### src/include/lcdh_params.svh
// constants for the display controller host port
`ifndef LCDH_PARAMS_SVH
`define LCDH_PARAMS_SVH
`define LCDH_CLK_NS 20
`define LCDH_T_DATA_NS 43000
`define LCDH_T_SHORT_NS 39000
`define LCDH_T_LONG_NS 1530000
`define LCDH_SPACE_CODE 8'h20
`define LCDH_HOME_ADDR 7'h00
`define LCDH_CB_LAST 7'h4F
`define LCDH_OP_CLEAR 8'h01
`define LCDH_OP_HOME 7'h01
`define LCDH_OP_ENTRY 6'h01
`define LCDH_OP_DISP 5'h01
`define LCDH_OP_SHIFT 4'h1
`define LCDH_OP_FUNC 3'h1
`define LCDH_OP_GSET 2'h1
`define LCDH_BIT_ENTRY_DIR 1
`define LCDH_BIT_ENTRY_WSHIFT 0
`define LCDH_BIT_DISP_D 2
`define LCDH_BIT_DISP_C 1
`define LCDH_BIT_DISP_B 0
`define LCDH_BIT_SHIFT_SC 3
`define LCDH_BIT_SHIFT_RL 2
`define LCDH_BIT_FUNC_WIDTH 4
`define LCDH_BIT_FUNC_N 3
`define LCDH_BIT_FUNC_F 2
`define LCDH_RST_WIDE 1'b1
`define LCDH_RST_INC 1'b1
`define LCDH_RST_OFF 1'b0
`endif

### src/include/lcdh_pkg.sv
// types for the display controller host port
package lcdh_pkg;
    typedef struct packed {
        logic register_select;
        logic rw;
        logic strobe;
        logic [7:0] data;
    } lcdh_bus_s;
    typedef struct packed {
        logic display_on;
        logic cursor_on;
        logic blink_on;
        logic two_line;
        logic tall_font;
    } lcdh_view_s;
    typedef enum logic [1:0] {
        ST_IDLE = 2'b00,
        ST_EXEC = 2'b01,
        ST_FILL = 2'b11
    } lcdh_state_e;
    typedef logic [16:0] lcdh_cnt_t;
endpackage : lcdh_pkg

### src/hdl/lcdh_ram.sv
// small ram with registered read port
`timescale 1ns/10ps
module lcdh_ram #(
    parameter int AW = 7,
    parameter int DW = 8
) (
    input wire logic clk_i,
    input wire logic we_i,
    input wire logic [AW-1:0] waddr_i,
    input wire logic [DW-1:0] wdata_i,
    input wire logic [AW-1:0] raddr_i,
    output logic [DW-1:0] rdata_o
);
    logic [DW-1:0] mem [0:(1<<AW)-1];
    always_ff @(posedge clk_i) begin
        if (we_i) begin
            mem[waddr_i] <= wdata_i;
        end
        rdata_o <= mem[raddr_i];
    end
endmodule : lcdh_ram

### src/hdl/lcdh_sync.sv
// two flop synchroniser for pin inputs
`timescale 1ns/10ps
module lcdh_sync #(
    parameter int W = 1
) (
    input wire logic clk_i,
    input wire logic rstn_i,
    input wire logic [W-1:0] d_i,
    output logic [W-1:0] q_o
);
    logic [W-1:0] meta;
    always_ff @(posedge clk_i or negedge rstn_i) begin
        if (!rstn_i) begin
            meta <= '0;
            q_o <= '0;
        end else begin
            meta <= d_i;
            q_o <= meta;
        end
    end
endmodule : lcdh_sync

### src/hdl/lcdh_top.sv
// instruction decoder and host bus port of the display controller
`timescale 1ns/10ps
`include "lcdh_params.svh"
module lcdh_top #(
    parameter int LONG_CYCLES = (`LCDH_T_LONG_NS + `LCDH_CLK_NS - 1) / `LCDH_CLK_NS
) (
    input wire logic clk_i,
    input wire logic rstn_i,
    input wire lcdh_pkg::lcdh_bus_s bus_i,
    output logic [7:0] data_o,
    output logic data_oe_o,
    output logic busy_o,
    output logic [6:0] address_pointer_o,
    output logic [6:0] shift_offset_o,
    output lcdh_pkg::lcdh_view_s view_o
);
    import lcdh_pkg::*;

    localparam int DATA_CYCLES = (`LCDH_T_DATA_NS + `LCDH_CLK_NS - 1) / `LCDH_CLK_NS;
    localparam int SHORT_CYCLES = (`LCDH_T_SHORT_NS + `LCDH_CLK_NS - 1) / `LCDH_CLK_NS;
    localparam lcdh_cnt_t CNT_DATA = lcdh_cnt_t'(DATA_CYCLES - 1);
    localparam lcdh_cnt_t CNT_SHORT = lcdh_cnt_t'(SHORT_CYCLES - 1);
    localparam lcdh_cnt_t CNT_LONG = lcdh_cnt_t'(LONG_CYCLES - 1);

    function automatic logic [6:0] step_addr(input logic [6:0] a, input logic up);
        step_addr = up ? 7'(a + 7'h01) : 7'(a - 7'h01);
    endfunction : step_addr

    // pin synchronisation and strobe edge
    lcdh_bus_s bus_q;
    logic [10:0] bus_raw;
    logic strobe_d;
    assign bus_raw = bus_i;
    lcdh_sync #(.W(11)) u_sync (
        .clk_i(clk_i),
        .rstn_i(rstn_i),
        .d_i(bus_raw),
        .q_o(bus_q)
    );

    // state
    lcdh_state_e state;
    lcdh_state_e next_state;
    lcdh_cnt_t cnt;
    lcdh_cnt_t next_cnt;
    logic busy;
    logic wide;
    logic inc;
    logic shift_en;
    logic glyph_sel;
    logic nib_phase;
    logic [3:0] nib_hi;
    logic cmd_valid;
    logic cmd_sel;
    logic cmd_rw;
    logic [7:0] cmd_byte;
    logic [6:0] addr;
    logic [6:0] offset;
    logic [6:0] clr_addr;
    logic [7:0] out_reg;
    logic pf_req;
    logic pf_cap;
    lcdh_view_s view;

    // access assembly
    wire fall = strobe_d & ~bus_q.strobe;
    wire acc_done = fall & (wide | nib_phase);
    wire [7:0] full_byte = wide ? bus_q.data : {nib_hi, bus_q.data[7:4]};

    // decode of an accepted access
    // status reads match none of these and leave busy alone
    wire take = cmd_valid & ~busy;
    wire is_instr = take & ~cmd_sel & ~cmd_rw;
    wire is_write = take & cmd_sel & ~cmd_rw;
    wire is_read = take & cmd_sel & cmd_rw;
    wire op_clear = is_instr & (cmd_byte == `LCDH_OP_CLEAR);
    wire op_home = is_instr & (cmd_byte[7:1] == `LCDH_OP_HOME);
    wire op_entry = is_instr & (cmd_byte[7:2] == `LCDH_OP_ENTRY);
    wire op_disp = is_instr & (cmd_byte[7:3] == `LCDH_OP_DISP);
    wire op_shift = is_instr & (cmd_byte[7:4] == `LCDH_OP_SHIFT);
    wire op_func = is_instr & (cmd_byte[7:5] == `LCDH_OP_FUNC);
    wire op_gset = is_instr & (cmd_byte[7:6] == `LCDH_OP_GSET);
    wire op_bset = is_instr & cmd_byte[7];
    wire sh_disp = cmd_byte[`LCDH_BIT_SHIFT_SC];
    wire sh_right = cmd_byte[`LCDH_BIT_SHIFT_RL];
    wire cur_shift = op_shift & ~sh_disp;
    wire write_shift = is_write & ~glyph_sel & shift_en;
    wire op_long = op_clear | op_home;
    wire op_any = is_instr | is_write | is_read;

    // next pointer, shift offset and timing
    wire [6:0] next_addr =
        (op_clear | op_home) ? `LCDH_HOME_ADDR :
        op_gset ? {1'b0, cmd_byte[5:0]} :
        op_bset ? cmd_byte[6:0] :
        cur_shift ? step_addr(addr, sh_right) :
        (is_write | is_read) ? step_addr(addr, inc) :
        addr;
    wire [6:0] next_offset =
        (op_clear | op_home) ? 7'h00 :
        (op_shift & sh_disp) ? step_addr(offset, ~sh_right) :
        write_shift ? step_addr(offset, inc) :
        offset;
    wire [7:0] rd_byte = bus_q.register_select ? out_reg : {busy, addr};
    wire [7:0] drive_byte = wide ? rd_byte :
        (nib_phase ? {rd_byte[3:0], 4'h0} : {rd_byte[7:4], 4'h0});
    wire pf_start = op_gset | op_bset | is_read | (cur_shift & ~glyph_sel);
    wire cb_we = (state == ST_FILL) | (is_write & ~glyph_sel);
    wire gr_we = is_write & glyph_sel;
    wire [6:0] cb_waddr = (state == ST_FILL) ? clr_addr : addr;
    wire [7:0] cb_wdata = (state == ST_FILL) ? `LCDH_SPACE_CODE : cmd_byte;
    wire [7:0] cb_rdata;
    wire [7:0] gr_rdata;

    always_comb begin
        next_state = state;
        next_cnt = cnt;
        case (state)
            ST_IDLE: begin
                if (op_any) begin
                    next_state = op_clear ? ST_FILL : ST_EXEC;
                    next_cnt = op_long ? CNT_LONG :
                        (is_instr ? CNT_SHORT : CNT_DATA);
                end
            end
            ST_EXEC: begin
                next_cnt = lcdh_cnt_t'(cnt - 1'b1);
                if (cnt == '0) begin
                    next_state = ST_IDLE;
                    next_cnt = '0;
                end
            end
            ST_FILL: begin
                next_cnt = lcdh_cnt_t'(cnt - 1'b1);
                if (clr_addr == `LCDH_CB_LAST) begin
                    next_state = ST_EXEC;
                end
            end
            default: begin
                next_state = ST_IDLE;
                next_cnt = '0;
            end
        endcase
    end

    always_ff @(posedge clk_i or negedge rstn_i) begin
        if (!rstn_i) begin
            state <= ST_IDLE;
            cnt <= '0;
            busy <= 1'b0;
        end else begin
            state <= next_state;
            cnt <= next_cnt;
            busy <= (next_state != ST_IDLE);
        end
    end

    // bus capture
    always_ff @(posedge clk_i or negedge rstn_i) begin
        if (!rstn_i) begin
            strobe_d <= 1'b0;
            nib_phase <= 1'b0;
            nib_hi <= 4'h0;
            cmd_valid <= 1'b0;
            cmd_sel <= 1'b0;
            cmd_rw <= 1'b0;
            cmd_byte <= 8'h00;
        end else begin
            strobe_d <= bus_q.strobe;
            cmd_valid <= acc_done;
            if (fall & ~wide) begin
                nib_phase <= ~nib_phase;
                nib_hi <= bus_q.data[7:4];
            end else if (wide) begin
                nib_phase <= 1'b0;
            end
            if (acc_done) begin
                cmd_sel <= bus_q.register_select;
                cmd_rw <= bus_q.rw;
                cmd_byte <= full_byte;
            end
        end
    end

    // mode bits and pointer
    always_ff @(posedge clk_i or negedge rstn_i) begin
        if (!rstn_i) begin
            wide <= `LCDH_RST_WIDE;
            inc <= `LCDH_RST_INC;
            shift_en <= `LCDH_RST_OFF;
            glyph_sel <= 1'b0;
            view <= '0;
            addr <= `LCDH_HOME_ADDR;
            offset <= 7'h00;
        end else begin
            addr <= next_addr;
            offset <= next_offset;
            if (op_clear) begin
                inc <= 1'b1;
            end else if (op_entry) begin
                inc <= cmd_byte[`LCDH_BIT_ENTRY_DIR];
                shift_en <= cmd_byte[`LCDH_BIT_ENTRY_WSHIFT];
            end
            if (op_disp) begin
                view.display_on <= cmd_byte[`LCDH_BIT_DISP_D];
                view.cursor_on <= cmd_byte[`LCDH_BIT_DISP_C];
                view.blink_on <= cmd_byte[`LCDH_BIT_DISP_B];
            end
            if (op_func) begin
                wide <= cmd_byte[`LCDH_BIT_FUNC_WIDTH];
                view.two_line <= cmd_byte[`LCDH_BIT_FUNC_N];
                view.tall_font <= cmd_byte[`LCDH_BIT_FUNC_F];
            end
            if (op_gset) begin
                glyph_sel <= 1'b1;
            end else if (op_bset | op_clear | op_home) begin
                glyph_sel <= 1'b0;
            end
        end
    end

    // clear fill and prefetch of the output data register
    always_ff @(posedge clk_i or negedge rstn_i) begin
        if (!rstn_i) begin
            clr_addr <= 7'h00;
            pf_req <= 1'b0;
            pf_cap <= 1'b0;
            out_reg <= 8'h00;
        end else begin
            clr_addr <= (state == ST_FILL) ? 7'(clr_addr + 7'h01) : 7'h00;
            pf_req <= pf_start;
            pf_cap <= pf_req;
            if (pf_cap) begin
                out_reg <= glyph_sel ? gr_rdata : cb_rdata;
            end
        end
    end

    // character buffer and glyph memories
    lcdh_ram #(.AW(7), .DW(8)) u_char_buf (
        .clk_i(clk_i),
        .we_i(cb_we),
        .waddr_i(cb_waddr),
        .wdata_i(cb_wdata),
        .raddr_i(addr),
        .rdata_o(cb_rdata)
    );

    lcdh_ram #(.AW(6), .DW(8)) u_glyph (
        .clk_i(clk_i),
        .we_i(gr_we),
        .waddr_i(addr[5:0]),
        .wdata_i(cmd_byte),
        .raddr_i(addr[5:0]),
        .rdata_o(gr_rdata)
    );

    // outputs
    always_ff @(posedge clk_i or negedge rstn_i) begin
        if (!rstn_i) begin
            data_o <= 8'h00;
            data_oe_o <= 1'b0;
            busy_o <= 1'b0;
            address_pointer_o <= 7'h00;
            shift_offset_o <= 7'h00;
            view_o <= '0;
        end else begin
            data_o <= drive_byte;
            data_oe_o <= bus_q.strobe & bus_q.rw;
            busy_o <= busy;
            address_pointer_o <= addr;
            shift_offset_o <= offset;
            view_o <= view;
        end
    end
endmodule : lcdh_top

### config.mk
export PLATFORM = sky130hd
export DESIGN_NAME = lcdh_top
export DESIGN_NICKNAME = d
export VERILOG_FILES = /design/src/include/lcdh_pkg.sv /design/src/hdl/lcdh_ram.sv /design/src/hdl/lcdh_sync.sv /design/src/hdl/lcdh_top.sv
export VERILOG_INCLUDE_DIRS = /design/src /design/src/include
export SDC_FILE = /design/constraint.sdc
export NUM_CORES = 2
export LEC_CHECK = 0
export BUFFER_PORTS_ARGS = -buffer_cell sky130_fd_sc_hd__buf_2
export CORE_MARGIN = 4
export CORE_UTILIZATION = 30
export CTS_CLUSTER_DIAMETER = 60
export DETAILED_ROUTE_END_ITERATION = 16
export HOLD_SLACK_MARGIN = 0.06
export SLEW_MARGIN = 25
export SYNTH_ARGS = -nofsm -noshare
export SYNTH_HDL_FRONTEND = slang
export SYNTH_SLANG_ARGS = --single-unit
### constraint.sdc
create_clock -name clk_i -period 7.43 [get_ports clk_i]
set_input_delay 0.3715 -clock clk_i [delete_from_list [all_inputs] [get_ports clk_i]]
set_output_delay 0.3715 -clock clk_i [all_outputs]
set_load 0.02 [all_outputs]
==> results by group <==
Critical path
  • Top delay family on crit path: simple AND/OR/NAND/NOR gates
  • Slowest stage delay, CP: about 0.92 ns
  • Critical path startpoint category: flop
  • End of the worst register-to-register path: u_char_buf.mem[68][0]$_DFFE_PP_
  • WP data required: 7.86 ns
  • Crit-path cells: clkinv_2 > nand2_1 > o21ai_0 > nand2_2 > nor2_1
  • Worst reg2reg startpoint: addr[1]$_DFFE_PN0P_
  • CP arrival: 4.77 ns
  • Buf/Inv on CP: 1
  • Critical-path maximum fanout: 42
  • Setup crit end kind: flop
  • Reg2Reg Depth: 5
  • Crit Path Category: flop to flop
  • Slowest cell on crit path: dfrtp_4
  • Reg2Reg Setup Slack: 3.09 ns

Logic synthesis
  • Top post-synthesis cells by area: edfxtp_1 69%, dfrtp_1 4.7%, mux4_2 4.1%
  • Synth top area share: 0.693
  • Syn Nets: 3946
  • Unique cell type count in the Yosys netlist: 89
  • Average size of a mapped cell: 17.0 um^2
  • Synth warn: 0
  • Gate Count Post-Synth: 3926
  • Async SR Flop Fraction: 0.0762
  • Top cell type by total area after synthesis: edfxtp_1
  • Post-synth EDFFs: between 1500 and 2000
  • Top_reg_cell synth: edfxtp_1
  • Flops & latches, synth: 1680
  • Mapped Area: 66600 um^2
  • Sequential area share after synthesis: 0.746

Floorplanning
  • Initial Util: 0.302
  • Die X: 479 um
  • Die height: 479 um
  • Num rows: between 150 and 200
  • Core Box Area: 220000 um^2
  • Ports: 42
  • Die area: about 230000 um^2

Run
  • Max-Cap Viols: 0

Global routing
  • GRT overflow: 0
  • First-pass GRT wire length: between 200000 and 300000 um
  • Initial antenna violation count: 7
  • Largest net degree at the start of global routing: 105
  • Vias in the first global route: approximately 38000
  • Total GRT Usage: 0.169

Routing
  • Number of DRC markers in iteration 0: 5566
  • DRC viols: 0
  • Vias per cell: between 5 and 6
  • Drt wl/cell: 28.2 um
  • Vias: ~39000
  • Final WL: 200000 um
  • First-pass iteration count of the detailed router: 6
  • Antenna-violating nets left: 0

Power and ir drop
  • Int Power: just under 0.02 W
  • Worst VDD drop: a little under 0.5 mV
  • Sequential Power Share: 0.399
  • Pwr Density: ~410 nW/um^2
  • Sw frac: 0.366
  • Leak: 23.9 nW
  • Clock share of power: 0.276
  • Gate power share: 0.325
  • P_sw: 0.0113 W

Timing
  • Max-slew violations: 0
  • Final period utilization: 0.585
  • Slew margin rel.: 0.247
  • Setup TNS: 0 ns
  • Slack of the critical path: 3.09 ns
  • Final min period: 4.34 ns
  • Fmax achieved: 0.230 GHz
  • Worst Skew: around 0.043 ns
  • # setup viols final: 0
  • RSZ-0062 raised after global routing: no
  • Slew @ Worst Pin: 1.13 ns
  • Fin. Hold Viols: 0

Placed design
  • Pre-CTS WS: 3.21 ns
  • DPL Wire Length: 116000 um
  • Final Wtd Congestion: 0.858
  • Placed Area: around 70000 um^2
  • Placed insts: 6753
  • I/O Buffers: 41

Status
  • Status: complete, no violations

Worst hold path
  • Worst hold path type: primary input to flop
  • Hold depth: 2
  • Hold Path End: u_sync.meta[5]$_DFF_PN0_
  • Hold Startpoint: bus_i[5]

Clocking
  • Worst skew pair latency: 0.82 ns
  • Cts bufs inserted: between 150 and 200
  • Setup Fix Bufs, Post-CTS: 0
  • Root Buffer: clkbuf_16
  • Max clock buf depth: 3
  • CTS Sinks: 1680
  • Reg clk slew, reported paths: 0.06 ns
  • CTS HTree Levels: 4
  • CTS tree: yes

Final layout
  • Area delta synth->final: 13.4%
  • Final #Nets: ~4000
  • Max reg flops: about 1000
  • Largest regs: u_char_buf.mem x1024, u_glyph.mem x512, cnt x17
  • Post-Layout Cell Count: 7072
  • Fraction of layout cells with a size suffix above 1: 0.176
  • Largest reg by FF count: u_char_buf.mem
  • Final Instance Area: 75500 um^2
## kinds of logic (layout without fill, tap and decap cells)
| family | after synthesis | count (layout) | synth area share |
|---|---|---|---|
| DFF | 1680 | 1680 | 0.746 |
| AOI/OAI and AO/OA | 763 | 763 | 0.0819 |
| and+or+nand+nor | 713 | 713 | 0.0491 |
| muxes | 468 | 468 | 0.0964 |
| buffers and inverters | 280 | 463 | 0.0236 |
| xor gates and xnor gates | 15 | 15 | 0.00197 |
| adders and majority gates | 7 | 7 | 0.00132 |
| other | 0 | 5 | 0 |
## worst max-delay path by stage
stage	startpoint	end	slack (ns)	cells after the start
floorplan	cmd_byte[2]$_DFFE_PN0P_	u_char_buf.mem[0][2]$_DFFE_PP_	2.18	2
global placement	addr[1]$_DFFE_PN0P_	u_char_buf.rdata_o[6]$_DFF_P_	3.20	8
detailed placement	addr[1]$_DFFE_PN0P_	u_char_buf.rdata_o[7]$_DFF_P_	3.21	8
CTS	addr[1]$_DFFE_PN0P_	u_char_buf.rdata_o[7]$_DFF_P_	3.19	8
global route	addr[2]$_DFFE_PN0P_	u_char_buf.rdata_o[3]$_DFF_P_	3.07	8
finish	addr[1]$_DFFE_PN0P_	u_char_buf.mem[68][0]$_DFFE_PP_	3.09	5
## power by group through the flow
stage,Combinational (W),Sequential (W),Clock [W]
global placement,0.00976,0.0125,0
finish,0.0100,0.0123,0.00848
global route,0.0104,0.0123,0.00897
CTS,0.00986,0.0123,0.00856
floorplan,0.00570,0.0125,0
detailed placement,0.00982,0.0125,0
## what timing repair did
item,in CTS,in global routing
hold buffers,12,0
endpoints found under the hold margin,91,0
gates resized for setup,0,0
## cells in the final DEF (no fill, tap or decap), drive strengths merged, types with 64 or more instances in the layout
cell	synthesis	routed
nand2	183	183
buf	191	129
nor2	313	313
clkbuf	68	201
dfrtp	126	126
a22oi	115	115
mux4	123	123
mux2	153	153
o22ai	64	64
a221oi	119	119
a21oi	131	131
edfxtp	1536	1536
mux2i	192	192
o21ai	123	123
clkinv	0	69
## worst reg2reg max path: stages, from the launching register on
cell      delay, ns
dfrtp_4        0.92
clkinv_2       0.94
nand2_1        0.60
o21ai_0        0.24
nand2_2        0.80
nor2_1         0.48
## per-layer routing
metal | vias to the layer above | wire, um | share of wire | GRT usage
met4 | 2 | 7120 | 0.036 | 0.0597
li1 | 15900 | - | - | -
met2 | 2352 | 92000 | 0.46 | 0.262
met3 | 417 | 20500 | 0.10 | 0.0409
met5 | - | 13 | 0.000065 | 0
met1 | 20300 | 80200 | 0.40 | 0.230
## metrics by stage
stage	hold WS [ns]	utilization	total power, W
5_1_grt	0.192	0.343	0.0316
2_1_floorplan	0.0759	-	0.0182
6_report	0.211	0.343	0.0308
4_1_cts	0.158	0.343	0.0307
3_3_place_gp	0.335	0.317	0.0222
3_5_place_dp	0.335	0.318	0.0223
## cells in the mapped netlist (all sizes together), types with 15 or more instances
master / n
dfrtp: 126
a22o: 25
o2bb2ai: 15
buf: 191
a22oi: 115
mux4: 123
clkbuf: 68
a31oi: 15
nand4: 17
nor4: 16
edfxtp: 1536
nand3: 38
nor2: 313
nand2b: 20
mux2i: 192
dfxtp: 16
nand2: 183
o21ai: 123
o22ai: 64
and3: 20
nor3: 24
a21oi: 131
a221oi: 119
a221o: 36
inv: 21
mux2: 153
## layout make-up
cell class | count | area (um^2)
antenna | 5 | 12.5
clock buffer | 201 | 4350
clock inverter | 100 | 1080
fill | 20800 | 145000
inverter | 21 | 85.1
multi-input combinational | 1966 | 15500
sequential | 1680 | 49700
tap | 2958 | 3700
timing repair buffer | 141 | 1070
Note: power is estimated with default switching activity, not from simulation.
